===== src/rtl/pwmbk_defines.svh =====
// Register offsets, field positions, reset values and timing counts of the PWM brake block
`ifndef PWMBK_DEFINES_SVH
`define PWMBK_DEFINES_SVH
// Printed offsets are not word multiples: they are indices, byte address is index*4
`define PWMBK_IDX_PRESCALE_FLAG 8'hd7
`define PWMBK_IDX_MAIN_CTRL 8'hdc
`define PWMBK_IDX_BRAKE_CFG 8'hdf
`define PWMBK_IDX_PERIOD 8'he0
`define PWMBK_IDX_CMP0 8'he1
`define PWMBK_IDX_IRQ_STATUS 8'he8
`define PWMBK_IDX_IRQ_CLEAR 8'he9
`define PWMBK_IDX_IRQ_ENABLE 8'hea
`define PWMBK_RST_BYTE 8'h00
`define PWMBK_RST_PERIOD 10'h3ff
`define PWMBK_RST_CMP 10'h000
// Main control fields
`define PWMBK_MC_RUN 7
`define PWMBK_MC_LOAD 6
// Brake config fields
`define PWMBK_BC_RUNLINK 7
`define PWMBK_BC_POL 6
`define PWMBK_BC_PINSEL 5
`define PWMBK_BC_EN 4
// Prescale and flag fields
`define PWMBK_PF_DIV_HI 3
`define PWMBK_PF_DIV_LO 2
`define PWMBK_PF_FLAG 0
// Prescaler terminal counts (divide minus one)
`define PWMBK_DIV1_TC 4'h0
`define PWMBK_DIV2_TC 4'h1
`define PWMBK_DIV4_TC 4'h3
`define PWMBK_DIV16_TC 4'hf
`endif


===== src/rtl/pwmbk_pkg.sv =====
// Types shared by the PWM brake block
package pwmbk_pkg;
	typedef struct packed {
		logic run_linked_brake_select;
		logic brake_input_polarity;
		logic pin_brake_select;
		logic brake_enable_bit;
		logic [3:0] per_channel_brake_level;
	} pwmbk_brake_cfg_t;
	typedef enum logic [1:0] {
		PWMBK_DIV1,
		PWMBK_DIV2,
		PWMBK_DIV4,
		PWMBK_DIV16
	} pwmbk_div_t;
	typedef enum {
		PWMBK_RUNNING,
		PWMBK_BRAKED
	} pwmbk_state_t;
endpackage


===== src/rtl/pwmbk_channel.sv =====
// One PWM channel: compare against shared down counter
`timescale 1ns/1ps
`include "pwmbk_defines.svh"
module pwmbk_channel #(
	parameter int CW = 10
) (
	// Clock and reset
	input wire logic pclk,
	input wire logic presetn,
	// Shared timing, own compare value and invert
	input wire logic tick,
	input wire logic [CW-1:0] count,
	input wire logic [CW-1:0] cmp,
	input wire logic invert,
	// Output
	output logic pwm_raw
);
	// Refused at elaboration: compare needs at least two count bits
	if (CW < 2) begin : g_bad_cw
		$error("pwmbk_channel: CW too small");
	end
	logic pwm_ff;
	// High for cmp counts of every period+1 counts, low for them when invert is set [RULE14]
	wire logic nxt_pwm = (count < cmp) ^ invert;
	always_ff @(posedge pclk or negedge presetn) begin
		if (!presetn) begin
			pwm_ff <= 1'b0;
		end else if (tick) begin
			pwm_ff <= nxt_pwm;
		end
	end
	assign pwm_raw = pwm_ff;
endmodule


===== src/rtl/pwmbk_top.sv =====
// PWM unit with brake logic, prescaler and APB register slave
// Notes on behaviour
// [RULE1] Brake enable clear means no brake at all, whatever else is set.
// [RULE2] Enabled with both selects zero: brake held on permanently.
// [RULE3] Enabled, run-linked select only: brake while run bit is zero.
// [RULE4] Enabled, pin select only: active pin brakes, clears run, sets flag.
// [RULE5] Software must not set both selects; that pair gives no brake.
// [RULE6] Brake pin is active when its level equals the polarity bit.
// [RULE7] During brake each output takes its own brake level bit 0..3.
// [RULE8] After brake ends outputs return to their pre-brake state; code does so only for run-linked and pin brake.
// [RULE9] Brake interrupt follows the pin brake flag; code uses its own status bit, cleared via IRQ clear.
// [RULE10] Pin brake flag is sticky; only software writing zero clears it.
// [RULE11] Prescaler field picks system clock divided by 1, 2, 4 or 16.
// [RULE12] Prescaler is restarted in phase with the clock while run is set; code holds its counter at zero while run is clear.
// [RULE13] PWM period is period value plus one prescaled ticks.
// [RULE14] Each duty is its compare value over period value plus one.
`timescale 1ns/1ps
`include "pwmbk_defines.svh"
module pwmbk_top #(
	parameter int CW = 10,
	parameter int NCH = 4
) (
	// Clock and reset
	input wire logic pclk,
	input wire logic presetn,
	// APB slave
	input wire logic psel,
	input wire logic penable,
	input wire logic pwrite,
	input wire logic [11:0] paddr,
	input wire logic [31:0] pwdata,
	output logic [31:0] prdata,
	output logic pready,
	output logic pslverr,
	// Brake pin, asynchronous
	input wire logic brake_pin,
	// PWM outputs and interrupt
	output logic [NCH-1:0] pwm_out,
	output logic irq
);
	// Refused at elaboration: register map and field layout fix both sizes
	if (CW != 10 || NCH != 4) begin : g_bad_size
		$error("pwmbk_top: only CW=10 NCH=4 supported");
	end

	// APB decode
	wire logic [7:0] idx = paddr[9:2];
	wire logic aligned = (paddr[1:0] == 2'b00) && (paddr[11:10] == 2'b00);
	wire logic acc = psel && penable;
	wire logic wr = acc && pwrite;
	wire logic is_pf = aligned && (idx == `PWMBK_IDX_PRESCALE_FLAG);
	wire logic is_mc = aligned && (idx == `PWMBK_IDX_MAIN_CTRL);
	wire logic is_bc = aligned && (idx == `PWMBK_IDX_BRAKE_CFG);
	wire logic is_per = aligned && (idx == `PWMBK_IDX_PERIOD);
	wire logic is_cmp = aligned && (idx >= `PWMBK_IDX_CMP0)
		&& (idx < `PWMBK_IDX_CMP0 + 8'(NCH));
	wire logic is_ist = aligned && (idx == `PWMBK_IDX_IRQ_STATUS);
	wire logic is_icl = aligned && (idx == `PWMBK_IDX_IRQ_CLEAR);
	wire logic is_ien = aligned && (idx == `PWMBK_IDX_IRQ_ENABLE);
	wire logic mapped = is_pf || is_mc || is_bc || is_per || is_cmp || is_ist
		|| is_icl || is_ien;
	wire logic [1:0] cmp_sel = 2'(idx - `PWMBK_IDX_CMP0);

	// Registers
	logic [7:0] mc_ff;
	pwmbk_pkg::pwmbk_brake_cfg_t bc_ff;
	logic [1:0] div_ff;
	logic flag_ff;
	logic [CW-1:0] per_ff;
	logic [CW-1:0] cmp_ff [NCH];
	logic [CW-1:0] wper_ff;
	logic [CW-1:0] wcmp_ff [NCH];
	logic ien_ff;
	logic ist_ff;
	logic [31:0] prdata_ff;
	logic pslverr_ff;

	// Brake pin synchroniser
	logic pin_s1_ff;
	logic pin_s2_ff;
	always_ff @(posedge pclk or negedge presetn) begin
		if (!presetn) begin
			pin_s1_ff <= 1'b0;
			pin_s2_ff <= 1'b0;
		end else begin
			pin_s1_ff <= brake_pin;
			pin_s2_ff <= pin_s1_ff;
		end
	end

	// Brake decode
	wire logic run = mc_ff[`PWMBK_MC_RUN];
	wire logic pin_active = (pin_s2_ff == bc_ff.brake_input_polarity); // [RULE6]
	wire logic mode_sw = !bc_ff.pin_brake_select && !bc_ff.run_linked_brake_select;
	wire logic mode_run = !bc_ff.pin_brake_select && bc_ff.run_linked_brake_select;
	wire logic mode_pin = bc_ff.pin_brake_select && !bc_ff.run_linked_brake_select;
	// Both selects set decode to no brake [RULE5]
	wire logic brake = bc_ff.brake_enable_bit && ( // [RULE1]
		mode_sw || // [RULE2]
		(mode_run && !run) || // [RULE3]
		(mode_pin && pin_active)); // [RULE4]
	wire logic pin_event = bc_ff.brake_enable_bit && mode_pin && pin_active; // [RULE4]

	// Register writes; hardware events win over software
	wire logic mc_wr = wr && is_mc;
	wire logic [7:0] mc_wval = pwdata[7:0];
	wire logic load_done;
	logic [7:0] nxt_mc;
	always_comb begin
		nxt_mc = mc_wr ? mc_wval : mc_ff;
		if (load_done) nxt_mc[`PWMBK_MC_LOAD] = 1'b0;
		if (pin_event) nxt_mc[`PWMBK_MC_RUN] = 1'b0; // [RULE4]
	end
	wire logic pf_wr = wr && is_pf;
	// Set wins; software can only clear by writing zero [RULE10]
	wire logic nxt_flag = pin_event
		|| (flag_ff && !(pf_wr && !pwdata[`PWMBK_PF_FLAG]));
	wire logic nxt_ist = pin_event || (ist_ff && !(wr && is_icl && pwdata[0]));

	always_ff @(posedge pclk or negedge presetn) begin
		if (!presetn) begin
			mc_ff <= `PWMBK_RST_BYTE;
			bc_ff <= `PWMBK_RST_BYTE;
			div_ff <= 2'b00;
			flag_ff <= 1'b0;
			ist_ff <= 1'b0;
			ien_ff <= 1'b0;
		end else begin
			mc_ff <= nxt_mc;
			flag_ff <= nxt_flag; // [RULE10]
			ist_ff <= nxt_ist;
			if (wr && is_bc) bc_ff <= pwdata[7:0];
			if (pf_wr) div_ff <= pwdata[`PWMBK_PF_DIV_HI:`PWMBK_PF_DIV_LO];
			if (wr && is_ien) ien_ff <= pwdata[0];
		end
	end

	always_ff @(posedge pclk or negedge presetn) begin
		if (!presetn) begin
			wper_ff <= `PWMBK_RST_PERIOD;
			for (int i = 0; i < NCH; i++) wcmp_ff[i] <= `PWMBK_RST_CMP;
		end else if (wr) begin
			if (is_per) wper_ff <= pwdata[CW-1:0];
			if (is_cmp) wcmp_ff[cmp_sel] <= pwdata[CW-1:0];
		end
	end

	// Interrupt from its own status bit, set with pin brake flag, through enable [RULE9]
	assign irq = ist_ff && ien_ff;

	// Prescaler; counter reset while stopped keeps it in phase at run start
	logic [3:0] pre_ff;
	logic [3:0] tc;
	always_comb begin
		case (pwmbk_pkg::pwmbk_div_t'(div_ff)) // [RULE11]
			pwmbk_pkg::PWMBK_DIV1: tc = `PWMBK_DIV1_TC;
			pwmbk_pkg::PWMBK_DIV2: tc = `PWMBK_DIV2_TC;
			pwmbk_pkg::PWMBK_DIV4: tc = `PWMBK_DIV4_TC;
			pwmbk_pkg::PWMBK_DIV16: tc = `PWMBK_DIV16_TC;
			default: tc = `PWMBK_DIV1_TC;
		endcase
	end
	wire logic tick = run && (pre_ff >= tc);
	always_ff @(posedge pclk or negedge presetn) begin
		if (!presetn) begin
			pre_ff <= 4'h0;
		end else if (!run || tick) begin
			pre_ff <= 4'h0; // [RULE12]
		end else begin
			pre_ff <= pre_ff + 4'h1;
		end
	end

	// Down counter, reloads per+1 ticks per period; load on underflow
	logic [CW-1:0] cnt_ff;
	wire logic underflow = tick && (cnt_ff == '0);
	assign load_done = underflow && mc_ff[`PWMBK_MC_LOAD];
	always_ff @(posedge pclk or negedge presetn) begin
		if (!presetn) begin
			cnt_ff <= '0;
			per_ff <= `PWMBK_RST_PERIOD;
			for (int i = 0; i < NCH; i++) cmp_ff[i] <= `PWMBK_RST_CMP;
		end else if (underflow) begin
			if (mc_ff[`PWMBK_MC_LOAD]) begin
				per_ff <= wper_ff;
				for (int i = 0; i < NCH; i++) cmp_ff[i] <= wcmp_ff[i];
				cnt_ff <= wper_ff; // [RULE13]
			end else begin
				cnt_ff <= per_ff; // [RULE13]
			end
		end else if (tick) begin
			cnt_ff <= cnt_ff - 1'b1;
		end
	end

	// Channels
	logic [NCH-1:0] raw;
	for (genvar g = 0; g < NCH; g++) begin : g_ch
		pwmbk_channel #(.CW(CW)) u_ch (
			.pclk(pclk),
			.presetn(presetn),
			.tick(tick),
			.count(cnt_ff),
			.cmp(cmp_ff[g]),
			.invert(mc_ff[g]),
			.pwm_raw(raw[g])
		);
	end

	// Brake override; channel regs freeze only while run is clear, so only run-linked and pin brake releases restore state
	logic [NCH-1:0] out_ff;
	wire logic [NCH-1:0] nxt_out = brake ? bc_ff.per_channel_brake_level : raw; // [RULE7]
	always_ff @(posedge pclk or negedge presetn) begin
		if (!presetn) begin
			out_ff <= '0;
		end else begin
			out_ff <= nxt_out; // [RULE8]
		end
	end
	assign pwm_out = out_ff;

	// Read mux
	wire logic [7:0] pf_rd = {4'h0, div_ff, 1'b0, flag_ff};
	wire logic [31:0] rd_val =
		is_pf ? {24'h00_0000, pf_rd} :
		is_mc ? {24'h00_0000, mc_ff} :
		is_bc ? {24'h00_0000, bc_ff} :
		is_per ? {22'h00_0000, wper_ff} :
		is_cmp ? {22'h00_0000, wcmp_ff[cmp_sel]} :
		is_ist ? {31'h0000_0000, ist_ff} :
		is_ien ? {31'h0000_0000, ien_ff} : 32'h0000_0000;
	always_ff @(posedge pclk or negedge presetn) begin
		if (!presetn) begin
			prdata_ff <= 32'h0000_0000;
			pslverr_ff <= 1'b0;
		end else if (psel && !penable) begin
			prdata_ff <= pwrite ? 32'h0000_0000 : rd_val;
			pslverr_ff <= !mapped;
		end
	end
	assign prdata = prdata_ff;
	assign pready = 1'b1;
	assign pslverr = pslverr_ff && acc;
endmodule

===== config.mk =====
export PLATFORM = sky130hd
export DESIGN_NAME = pwmbk_top
export DESIGN_NICKNAME = d
export VERILOG_FILES = /design/src/rtl/pwmbk_pkg.sv /design/src/rtl/pwmbk_channel.sv /design/src/rtl/pwmbk_top.sv
export VERILOG_INCLUDE_DIRS = /design/src /design/src/rtl
export SDC_FILE = /design/constraint.sdc
export NUM_CORES = 1
export LEC_CHECK = 0
export BUFFER_PORTS_ARGS = -buffer_cell sky130_fd_sc_hd__buf_2
export CAP_MARGIN = 30
export CORE_AREA = 2 2 92 183
export DETAILED_ROUTE_END_ITERATION = 8
export DIE_AREA = 0 0 94 185
export GPL_ROUTABILITY_DRIVEN = 0
export GPL_TIMING_DRIVEN = 0
export PLACE_DENSITY = 0.77
export SLEW_MARGIN = 20
export SYNTH_ARGS = -nofsm -noshare
export SYNTH_HDL_FRONTEND = slang
export SYNTH_HIERARCHICAL = 1
export SYNTH_SLANG_ARGS = --single-unit

===== constraint.sdc =====
create_clock -name pclk -period 2.7 [get_ports pclk]
set_input_delay 0.675 -clock pclk [delete_from_list [all_inputs] [get_ports pclk]]
set_output_delay 0.675 -clock pclk [all_outputs]
set_load 0.02 [all_outputs]

==> impl_results.md <==
* Status: complete, no violations
* DRT iter0 DRCs at about 440
* Crit path time final at ~2600 ps
* Flop pwr share at 0.455
* Sw Share at 0.2200
* Post-detailed-route wirelength per cell at approximately 20 um
* Ranking of synthesized cells by area: dfrtp_1, mux2_2, ha_1, dfstp_2, mux2_1
* Initial antenna violation count at 0
* First-pass GRT wire length at approximately 33 mm
* Routed WL at just over 20 mm
* Row count at 66
* Most common cell after layout, fill and taps aside: dfrtp_1
* Family with the most delay on the worst path: simple AND/OR/NAND/NOR gates
* Critical path, cell by cell: buf_2 > clkbuf_4 > inv_1 > ha_1 > nor3b_1 > or3_4 > nor2_8 > nand2_8 > mux2_4
* First-pass iteration count of the detailed router at 5
* Layout Utilization at 0.6050
* Area of the core at roughly 16,000 um2
* Post-synthesis cell type count at 60
* Crit path max fanout at 10
* Final Hold Fails at 0
* Worst Tran Pin Value at about 760 ps
* HPWL Detailed at about 15 mm
* Hold_buf cts at 0
* DRC Markers at 0
* Synthesized area at 8519 um2
* TritonCTS Buffers at 17
* Tcrit/Tclk final at 0.9528
* Crit-path max cell delay at around 420 ps
* CTS tree: built
* Leakage power at 4.756 nW
* RSZ-0062 raised after global routing: no
* VDD IR max at 358.6 uV
* Final setup vio count at 0
* Die Ht at around 190 um
* Seq/Total Area, Yosys at 0.4612
* CTS root buf: clkbuf_16
* Number of max-cap violations at 0
* Mean post-synth cell area at about 12 um2
* Worst setup EP type: flip-flop
* Kind of critical path: in -> reg
* Max H-tree Level at 4
* Clock sink count at 156
* Worst reg-to-reg path cell count at 10
* Leading area contributor after synthesis: dfrtp_1
* Setup slack, reg-to-reg at between 100 and 150 ps
* Antenna diode count at 0
* FF+latch count, synth at around 160
* Antenna-violating nets left at 0
* Setup bufs post-CTS at 0
* Boundary Pins at roughly 90
* Vias per cell at a little under 6
* I/O Buffers at 41
* Via count at just under 6,000
* Vias in the first global route at roughly 6,000
* Layout overhead on the synthesized area at 14.35%
* Slew Limit Headroom at 0.4915
* Slowest stage cell, crit path: or3_4
* Die area at between 15,000 and 20,000 um2
* Clock group share of total power at 0.497
* Ys flop type: dfrtp_1
* Total track usage at 0.2480
* Startpoint type of the worst setup path: primary input
* Clk_skew at approximately 7.4 ps
* YS warnings at 6
* Final Max Slew Viols at 0
* Post-synth EDFFs at 0
* Synth top area share at 0.3995
* Max Root-Sink Buffers at 2
* Gate power share at 0.048
* Most frequent cells in the layout: dfrtp_1, mux2_2, inv_1
* Worst path required time at roughly 3000 ps
* Largest net degree at the start of global routing at slightly below 100
* Bufs and invs on worst path at 3
* Share of layout cells above drive strength 1 at 0.3173
* FF-to-FF Start: div_ff[1]
* Internal power at roughly 4.0 mW
* Starting Density at 0.5291
* Net Sw Power at between 1 and 1.5 mW
* Reg-to-Reg End: g_ch[2].u_ch/pwm_raw
* NumNets Final at a little under 900
* Chip Width at about 94 um
* Synth Instances at slightly above 700
* Placed cell area at between 9000 and 10,000 um2
* Worst-Skew Late Latency at around 420 ps
* Design area at around 9700 um2
* HP Class: in -> async
* GRT Residual Overflow at 0
* Clock transition at path regs at 70 ps
* Power Density at between 500 and 600 nW/um2
* Asr flop ratio synth at 1.000
* CP Data Arrival Time at ~2900 ps
* Max frequency at 388.7 MHz
-- metal layers --
metal,global-route usage,part of all wire,vias up
met2,0.4023,0.50,185
met3,0.03580,0.042,47
met4,0.1345,0.048,0
li1,-,-,2702
met1,0.3175,0.41,3010
met5,0,0,-
-- power by group through the flow --
stage          sequential, mW  clock [mW]  combinational (mW)
5_1_grt                  2.35        2.67               0.272
6_report                 2.35        2.56               0.246
3_3_place_gp             2.39           0               0.234
3_5_place_dp             2.39           0               0.243
2_1_floorplan            2.39           0               0.130
4_1_cts                  2.35        2.57               0.245
-- flip-flops by register name, summed over array words and instances, names as in the netlist --
register / count
pin_s1_ff: 1
pslverr_ff: 1
cmp_ff: 40
pre_ff: 4
ist_ff: 1
prdata: 10
div_ff: 2
pwm_out: 4
bc_ff: 8
wcmp_ff: 40
g_ch.u_ch/pwm_raw: 4
flag_ff: 1
cnt_ff: 10
per_ff: 10
ien_ff: 1
wper_ff: 10
pin_s2_ff: 1
mc_ff: 8
-- worst max path at each step --
stage	endpoint	start	slack, ps	cells past startpoint
CTS	wcmp_ff[20]	paddr[2]	7	9
finish	wcmp_ff[0]	paddr[2]	130	9
global route	wcmp_ff[10]	paddr[2]	50	9
floorplan	g_ch[3].u_ch/pwm_raw	div_ff[1]	60	11
global placement	ien_ff	presetn	-1290	1
detailed placement	prdata[0]	paddr[2]	-720	9
-- synthesized netlist by cell type (11+ instances only) --
| library cell | n |
|---|---|
| a21oi_1 | 32 |
| o21ai_0 | 21 |
| nand2_1 | 32 |
| nand3_1 | 11 |
| ha_1 | 47 |
| inv_1 | 60 |
| buf_4 | 24 |
| clkbuf_1 | 13 |
| nor2_1 | 23 |
| dfstp_2 | 20 |
| dfrtp_1 | 136 |
| mux2_2 | 87 |
| mux2_1 | 39 |
| nand4_1 | 19 |
-- through the flow --
step	hold slack [ps]	power, mW	setup WS, ps	TNS [ps]	std cells
after floorplan	331.2	2.519	55.02	0	738
after global placement	334.2	2.623	-1286	-204770	983
after detailed placement	340.4	2.632	-725.0	-27450	984
after CTS	181.3	5.164	7.020	0	1014
after global routing	211.2	5.290	45.34	0	1014
final	174.7	5.156	127.5	0	1014
-- repair_timing --
action | 4_1_cts | 5_1_grt
endpoints found under the setup margin | 20 | 55
endpoints found under the hold margin | 0 | 0
resized for setup | 4 | 4
-- final cells by class --
class	instances	area [um2]
Sequential cell	156	3929
Clock inverter	10	162.7
Inverter	60	225.2
Clock buffer	22	464.2
Buffer	42	284.0
Multi-Input combinational cell	478	4179
Tap cell	204	255.2
Fill cell	1249	6361
Timing Repair Buffer	42	242.7
-- cells by family (layout without fill, tap and decap cells) --
logic type,Yosys count,in the layout,synth area share
other,2,23,0.0008815
adders and majority gates,47,47,0.06903
DFF,156,156,0.4612
and+or+nand+nor,136,136,0.09620
muxes,149,149,0.2130
xor gates and xnor gates,4,4,0.004113
buffers and inverters,104,176,0.06036
AOI/OAI and AO/OA,119,119,0.09531
Power figures use the tool's default switching activity.
